<file path="config.mk">
export PLATFORM = sky130hd
export DESIGN_NAME = mqrs_register_segments
export DESIGN_NICKNAME = d
export VERILOG_FILES = /design/src/mqrs_register_segments.v
export VERILOG_INCLUDE_DIRS = /design/src
export SDC_FILE = /design/constraint.sdc
export NUM_CORES = 2
export LEC_CHECK = 0
export ABC_AREA = 1
export BUFFER_PORTS_ARGS = -buffer_cell sky130_fd_sc_hd__buf_2
export CORE_UTILIZATION = 40
export CTS_BUF_LIST = sky130_fd_sc_hd__clkbuf_8
export DETAILED_ROUTE_END_ITERATION = 12
export HOLD_SLACK_MARGIN = 0.1
export SLEW_MARGIN = 10
export SYNTH_ARGS = -nofsm -noshare
export SYNTH_HDL_FRONTEND = slang
export SYNTH_SLANG_ARGS = --single-unit
</file>
<file path="constraint.sdc">
create_clock -name clk -period 8.1 [get_ports clk]
set_clock_uncertainty 0.05 [all_clocks]
set_input_delay 1.62 -clock clk [delete_from_list [all_inputs] [get_ports clk]]
set_output_delay 1.62 -clock clk [all_outputs]
set_load 0.005 [all_outputs]
</file>
<file path="src/mqrs_defines.vh">
`ifndef MQRS_DEFINES_VH
`define MQRS_DEFINES_VH

// ----------------------------------------------------------------------
// Register map: start words of the eight segments
// ----------------------------------------------------------------------
`define MQRS_OPER_MSG_READ_SEG       16'h0006
`define MQRS_RESPONSE_VAL_READ_SEG   16'h001F
`define MQRS_XFMR_TYPE_READ_SEG      16'h0038
`define MQRS_CORR_FACTOR_READ_SEG    16'h0051
`define MQRS_XFMR_MONITOR_READ_SEG   16'h006A
`define MQRS_CHAN_FUNCTION_READ_SEG  16'h0083
`define MQRS_DELAY_READ_SEG          16'h009C
`define MQRS_MEASURED_VAL_READ_SEG   16'h00B5
`define MQRS_OPER_MSG_CONFIG         16'h0406
`define MQRS_RESPONSE_VAL_CONFIG     16'h041F
`define MQRS_XFMR_TYPE_CONFIG        16'h0438
`define MQRS_CORR_FACTOR_CONFIG      16'h0451
`define MQRS_XFMR_MONITOR_CONFIG     16'h046A
`define MQRS_CHAN_FUNCTION_CONFIG    16'h0483
`define MQRS_DELAY_CONFIG            16'h049C
`define MQRS_MEASURED_VAL_CONFIG     16'h04B5

// ----------------------------------------------------------------------
// Query codes accepted in mode 1, one per segment
// ----------------------------------------------------------------------
`define MQRS_CODE_OPER_MSG      8'h04
`define MQRS_CODE_RESPONSE_VAL  8'h1E
`define MQRS_CODE_XFMR_TYPE     8'h20
`define MQRS_CODE_CORR_FACTOR   8'h23
`define MQRS_CODE_XFMR_MONITOR  8'h25
`define MQRS_CODE_CHAN_FUNCTION 8'h27
`define MQRS_CODE_DELAY         8'h30
`define MQRS_CODE_MEASURED_VAL  8'h69

// ----------------------------------------------------------------------
// Segment layout and data types
// ----------------------------------------------------------------------
`define MQRS_SEG_COUNT      8
`define MQRS_SEG_WORDS      25
`define MQRS_CHANNELS       12
`define MQRS_TYPE_NO_MSG    16'h0001
`define MQRS_TYPE_NO_XFMR   16'h0016
`define MQRS_TYPE_MILLIAMP  16'h0037
`define MQRS_STAT_NORMAL    2'h0
`define MQRS_STAT_NO_XFMR   2'h1
`define MQRS_STAT_NO_MSG    2'h2

// ----------------------------------------------------------------------
// Timing: reply timeout 1 ms at 4 ns per cycle
// ----------------------------------------------------------------------
`define MQRS_REPLY_TIMEOUT_NS  1000000
`define MQRS_CLK_PERIOD_NS     4
`define MQRS_REPLY_TIMEOUT_CYC (`MQRS_REPLY_TIMEOUT_NS / `MQRS_CLK_PERIOD_NS)

`endif

</file>
<file path="src/mqrs_register_segments.v">
// Function
// - Only the eight mode-1 query codes 4,30,32,35,37,39,48,105 are accepted.
// - Configuration words live at 0406h..04B5h, one per code in order.
// - After one configuration write the segment at 0006h..00B5h stays served.
// - First read word echoes configured code high byte, address low byte.
// - Then twelve channels, value word then type word, positions 2 to 25.
// - Operating-message query: absent transformer reports value 0, type 22.
// - Channel without operating message reports value 0, type 1.
// - Type 55 marks the value word as residual current in milliamperes.
`timescale 1ns/1ps
`include "mqrs_defines.vh"

module mqrs_register_segments #(
  parameter SEGS        = `MQRS_SEG_COUNT,
  parameter CHANS       = `MQRS_CHANNELS,
  parameter TIMEOUT_CYC = `MQRS_REPLY_TIMEOUT_CYC
) (
  // Clock and reset
  input  wire        clk,
  input  wire        resetn,
  // Register port toward the Modbus side
  input  wire        regWrite,
  input  wire        regRead,
  input  wire [15:0] regAddr,
  input  wire [15:0] regWdata,
  output reg  [15:0] regRdata,
  output reg         regAck,
  output reg         regError,
  // Query toward the measuring bus
  output reg         qryValid,
  output reg  [7:0]  qryCode,
  output reg  [7:0]  qryAddr,
  input  wire        qryReady,
  // Reply from the measuring bus, one channel per pulse
  input  wire        rspValid,
  input  wire [3:0]  rspChan,
  input  wire [1:0]  rspStatus,
  input  wire        rspMilliamp,
  input  wire [15:0] rspValue,
  input  wire [15:0] rspType,
  input  wire        rspDone,
  // Status
  output reg         busy,
  output reg  [7:0]  segServed
);

  // ----------------------------------------------------------------------
  // Local constants and state codes
  // ----------------------------------------------------------------------
  localparam MEM_WORDS = SEGS * (`MQRS_SEG_WORDS - 1);
  localparam [2:0] ST_IDLE  = 3'h1;
  localparam [2:0] ST_ISSUE = 3'h2;
  localparam [2:0] ST_WAIT  = 3'h4;

  // ----------------------------------------------------------------------
  // Functions
  // ----------------------------------------------------------------------
  // Query code that belongs to a segment
  function [7:0] segCode;
    input [2:0] s;
    begin
      case (s)
        3'h0: segCode = `MQRS_CODE_OPER_MSG;
        3'h1: segCode = `MQRS_CODE_RESPONSE_VAL;
        3'h2: segCode = `MQRS_CODE_XFMR_TYPE;
        3'h3: segCode = `MQRS_CODE_CORR_FACTOR;
        3'h4: segCode = `MQRS_CODE_XFMR_MONITOR;
        3'h5: segCode = `MQRS_CODE_CHAN_FUNCTION;
        3'h6: segCode = `MQRS_CODE_DELAY;
        default: segCode = `MQRS_CODE_MEASURED_VAL;
      endcase
    end
  endfunction

  // Decode address against a segment base: {hit, segment, word offset}
  function [13:0] segDecode;
    input [15:0] addr;
    input [15:0] base;
    integer      i;
    reg   [15:0] start;
    reg   [15:0] diff;
    begin
      segDecode = 14'h0000;
      for (i = 0; i < SEGS; i = i + 1) begin
        start = base + i[15:0] * 16'h0019;
        diff  = addr - start;
        // Offset never exceeds 24 inside a hit, so five bits suffice
        if (addr >= start && addr < start + 16'h0019) begin
          segDecode = {1'b1, i[2:0], 5'h00, diff[4:0]};
        end
      end
    end
  endfunction

  // Memory index of a data word: segment, channel, value/type select
  function [7:0] memIndex;
    input [2:0] s;
    input [3:0] ch;
    input       isType;
    begin
      memIndex = s * 8'h18 + ch * 8'h02 + {7'h00, isType};
    end
  endfunction

  // ----------------------------------------------------------------------
  // State
  // ----------------------------------------------------------------------
  reg  [15:0] segMem [0:MEM_WORDS-1];
  reg  [15:0] cfgReg [0:SEGS-1];
  reg  [7:0]  dataValid_reg;
  reg  [7:0]  pending_reg;
  reg  [2:0]  state_reg;
  reg  [2:0]  curSeg_reg;
  reg  [31:0] timer_reg;
  reg  [15:0] wrValue;
  reg  [15:0] wrType;
  reg  [2:0]  pickSeg;
  reg         pickAny;
  integer     k;
  integer     j;

  wire [13:0] cfgHit  = segDecode(regAddr, `MQRS_OPER_MSG_CONFIG);
  wire [13:0] readHit = segDecode(regAddr, `MQRS_OPER_MSG_READ_SEG);
  // Data word offset: channel in the upper bits, type select in bit 0
  wire [4:0]  rdOff   = readHit[4:0] - 5'h01;
  wire        cfgAddrOk = cfgHit[13] && (cfgHit[4:0] == 5'h00);
  wire        codeOk    = (regWdata[15:8] == segCode(cfgHit[12:10]));
  wire        cfgAccept = regWrite && cfgAddrOk && codeOk;

  // ----------------------------------------------------------------------
  // Reply word shaping
  // ----------------------------------------------------------------------
  // Status coding wins over raw reply fields so the master sees fixed words
  always @* begin
    wrValue = rspValue;
    wrType  = rspType;
    if (rspStatus == `MQRS_STAT_NO_XFMR && curSeg_reg == 3'h0) begin
      wrValue = 16'h0000;
      wrType  = `MQRS_TYPE_NO_XFMR;
    end else if (rspStatus == `MQRS_STAT_NO_MSG) begin
      wrValue = 16'h0000;
      wrType  = `MQRS_TYPE_NO_MSG;
    end else if (rspMilliamp) begin
      wrType  = `MQRS_TYPE_MILLIAMP;
    end
  end

  // Lowest pending segment gets the next query
  always @* begin
    pickSeg = 3'h0;
    pickAny = 1'b0;
    for (k = SEGS - 1; k >= 0; k = k - 1) begin
      if (pending_reg[k]) begin
        pickSeg = k[2:0];
        pickAny = 1'b1;
      end
    end
  end

  // ----------------------------------------------------------------------
  // Register port
  // ----------------------------------------------------------------------
  // Reads answer one cycle later; unserved or unmapped words flag an error
  always @(posedge clk) begin
    if (!resetn) begin
      regRdata      <= 16'h0000;
      regAck        <= 1'b0;
      regError      <= 1'b0;
      segServed     <= 8'h00;
      dataValid_reg <= 8'h00;
      for (j = 0; j < SEGS; j = j + 1)
        cfgReg[j] <= 16'h0000;
    end else begin
      regAck   <= regRead || regWrite;
      regError <= 1'b0;
      regRdata <= 16'h0000;
      if (regWrite) begin
        if (cfgAccept) begin
          cfgReg[cfgHit[12:10]]        <= regWdata;
          segServed[cfgHit[12:10]]     <= 1'b1;
          dataValid_reg[cfgHit[12:10]] <= 1'b0;
        end else begin
          regError <= 1'b1;
        end
      end else if (regRead) begin
        if (cfgAddrOk) begin
          regRdata <= cfgReg[cfgHit[12:10]];
        end else if (readHit[13] && segServed[readHit[12:10]]) begin
          if (readHit[4:0] == 5'h00)
            regRdata <= cfgReg[readHit[12:10]];
          else if (dataValid_reg[readHit[12:10]])
            regRdata <= segMem[memIndex(readHit[12:10], rdOff[4:1], rdOff[0])];
        end else begin
          regError <= 1'b1;
        end
      end
      if (state_reg == ST_WAIT && rspDone)
        dataValid_reg[curSeg_reg] <= 1'b1;
    end
  end

  // ----------------------------------------------------------------------
  // Reply capture into the segment memory
  // ----------------------------------------------------------------------
  // Memory holds no reset; dataValid gates reads of stale words instead
  always @(posedge clk) begin
    if (state_reg == ST_WAIT && rspValid && rspChan < CHANS) begin
      segMem[memIndex(curSeg_reg, rspChan, 1'b0)] <= wrValue;
      segMem[memIndex(curSeg_reg, rspChan, 1'b1)] <= wrType;
    end
  end

  // ----------------------------------------------------------------------
  // Query sequencer
  // ----------------------------------------------------------------------
  // A new write sets its pending bit even while it is being cleared
  always @(posedge clk) begin
    if (!resetn) begin
      state_reg   <= ST_IDLE;
      pending_reg <= 8'h00;
      curSeg_reg  <= 3'h0;
      timer_reg   <= 32'h00000000;
      qryValid    <= 1'b0;
      qryCode     <= 8'h00;
      qryAddr     <= 8'h00;
      busy        <= 1'b0;
    end else begin
      case (state_reg)
        ST_IDLE: begin
          if (pickAny) begin
            pending_reg[pickSeg] <= 1'b0;
            curSeg_reg <= pickSeg;
            qryCode    <= cfgReg[pickSeg][15:8];
            qryAddr    <= cfgReg[pickSeg][7:0];
            qryValid   <= 1'b1;
            busy       <= 1'b1;
            state_reg  <= ST_ISSUE;
          end
        end
        ST_ISSUE: begin
          if (qryReady) begin
            qryValid  <= 1'b0;
            timer_reg <= 32'h00000000;
            state_reg <= ST_WAIT;
          end
        end
        ST_WAIT: begin
          // Timeout keeps a dead device from blocking the other segments
          timer_reg <= timer_reg + 32'h00000001;
          if (rspDone || timer_reg >= TIMEOUT_CYC - 1) begin
            busy      <= 1'b0;
            state_reg <= ST_IDLE;
          end
        end
        default: state_reg <= ST_IDLE;
      endcase
      if (cfgAccept)
        pending_reg[cfgHit[12:10]] <= 1'b1;
    end
  end

endmodule

</file>
==> summary.md <==
| Metric | Value |
|---|---|
| Commonest non-fill, non-tap cell in the layout | nand2_1 |
| Initial Util | 40.20% |
| Std-Cell Rows | 218 |
| Largest net degree at the start of global routing | 185 |
| Commonest non-fill, non-tap cells in the layout | nand2_1, edfxtp_1, nand3_1 |
| Io pins | 122 |
| Worst skew pair latency | 1210 ps |
| Max reg flops | 3072 |
| Max-cap violations | 0 |
| Post-synthesis cell count | 13.01k |
| Final ANT Viol Nets | 0 |
| TritonCTS buffer count | 555 |
| Ys async rst share | 0% |
| Placed instance area | 148700 um2 |
| Register bit total from synthesis | 3298 |
| Share of layout cells above drive strength 1 | 9.517% |
| F_max | 148.4 MHz |
| Gr usage total | 25.68% |
| Worst Tran Pin Value | 1286 ps |
| Critical path's slowest cell | fa_4 |
| Worst slew margin | 14.25% |
| Leading area contributor after synthesis | edfxtp_1 |
| Worst hold path class | flop to flop |
| Final setup viols | 0 |
| Synth top area cells | edfxtp_1, nand3_1, nand2_1 |
| Post-cts resize count | 0 |
| Initial antenna violation count | 41 |
| First DRT Iteration DRCs | 14.83k |
| Clock root buffer | clkbuf_8 |
| Period utilisation layout | 83.18% |
| CP Data Required Time | 9080 ps |
| CP Launch Type | input pin |
| Sequential Area | 98050 um2 |
| Total grt overflow | 0 |
| Synth unique cells | 63 |
| WP data arrival | 7720 ps |
| Leak Pwr | 58.15 nW |
| Multi-input logic area | 38770 um2 |
| Cell mode on critical path | nand2_1 |
| Chip Width | 597.3 um |
| DPL Wire Length | 262500 um |
| PortBufs | 121 |
| CTS H-tree depth | 6 |
| Area Growth Syn to Fin | 11.77% |
| Routed Wire Length | 471600 um |
| Min Tclk post-route | 6738 ps |
| Kind of critical path | input pin to flop |
| Mapped cell area | 141800 um2 |
| NumNets Final | 13.26k |
| Wirelength per Cell | 25.82 um |
| First-pass GRT wire length | 675200 um |
| Area share of the leading cell type in the synthesized netlist | 67.78% |
| Die Span Y | 597.3 um |
| Die ar. | 356800 um2 |
| DR pass1 iterations | 8 |
| RSZ-0062 raised after global routing | false |
| Worst setup EP type | flop |
| DRC | 0 |
| Finished Cell Area | 158400 um2 |
| Vias | 103.4k |
| Setup_tns | 0 ps |
| Power per Cell Area | 223.8 nW/um2 |
| Max-slew violation count | 0 |
| Post-synthesis sequential area ratio | 69.17% |
| EDFF count, synth | 3200 |
| Max rail drop VDD | 0.1727 mV |
| Number of global-route vias before repair | 95.38k |
| CTS sink cnt | 3298 |
| GPL Wtd Cong | 0.9157 |
| Setup repair bufs after CTS | 0 |
| CORE AREA | 352700 um2 |
| Clock tree buffer depth | 4 |
| CP max FO | 65 |
| # hold bufs at CTS | 0 |
| Mapped Avg Cell Area | 10.90 um2 |
| CTS tree | yes |
| Final Hold Fails | 0 |
| Fill cells | 32.58k |
| Synth Flop Type | edfxtp_1 |
| CP peak stage delay | 650 ps |
| Yosys warns | 0 |
| Clk slew on worst S/H paths | 60 ps |
| Drt via density | 5.662 |
| Status | finished, final reports clean |
-- synth_stat cells (94+ instances only) --
library cell and count:
nand2_1 3793, edfxtp_1 3200, nand3_1 3142, inv_1 515, clkbuf_1 410, buf_2 338
nor2_1 321, o21ai_0 247, a21oi_1 224, nand3b_1 125, dfxtp_1 98, nor3_1 94
-- final cells by class --
class | instances | share of cell area, %
Timing Repair Buffer | 421 | 2.408
Multi-Input combinational cell | 8314 | 24.47
Tap cell | 4730 | 3.735
Clock inverter | 374 | 1.252
Clock buffer | 565 | 4.908
Sequential cell | 3298 | 61.88
Inverter | 551 | 1.335
Antenna cell | 8 | 0.01263
-- routing by layer --
metal  global-route usage [%]  vias up  routed length, um
met2                    38.54     5706             208200
met5                        0        -                  0
met3                    5.228      867              52400
li1                         -    45882                  -
met1                    37.03    50932             194200
met4                    8.860        0              16760
-- cells by family (layout without fill, tap and decap cells) --
family / Yosys count / count (layout) / synth area share [%]
AOI/OAI and AO/OA: 641 / 641 / 2.561
xor gates and xnor gates: 23 / 23 / 0.1474
adders and majority gates: 37 / 37 / 0.3477
buffers and inverters: 1434 / 1911 / 4.310
DFF: 3298 / 3298 / 69.17
other: 1 / 50 / 0.002645
and+or+nand+nor: 7571 / 7571 / 23.47
-- stage by stage --
stage / std cells / power, mW / hold slack, ps / utilization, % / worst slack, ps
floorplan: 13046 / 20.62 / 385.2 / - / 1297
global placement: 17310 / 22.16 / 404.9 / 42.13 / 175.9
detailed placement: 17313 / 22.17 / 405.2 / 42.15 / 250.7
CTS: 18252 / 35.55 / 413.2 / 44.92 / 1522
global route: 18258 / 36.39 / 428.4 / 44.93 / 990.1
finish: 18261 / 35.47 / 412.1 / 44.93 / 1362
-- worst max-delay path: cells and delay by family --
family                   cells  cell delay, ps
AND/OR/NAND/NOR             16            2310
buffers and inverters        6            1240
AO/OA/AOI/OAI               10            1390
adder cells (fa/ha/maj)      3            1080
-- where the power goes --
part,total (mW),internal [mW],switching [mW]
clock network,13.6,6.70,6.88
registers,19.3,19.2,0.0816
logic,2.58,0.394,2.19
total,35.5,26.3,9.15
-- final timing paths --
path,endpoint,start,cells after the start,slack [ps]
worst max-delay path,regRdata[12],regAddr[3],35,1360
worst min-delay path,segServed[1],segServed[1],2,410
worst max register to register,segMem[118][8],curSeg_reg[0],11,2850
worst min register to register,segServed[1],segServed[1],2,410
Power figures use the tool's default switching activity.
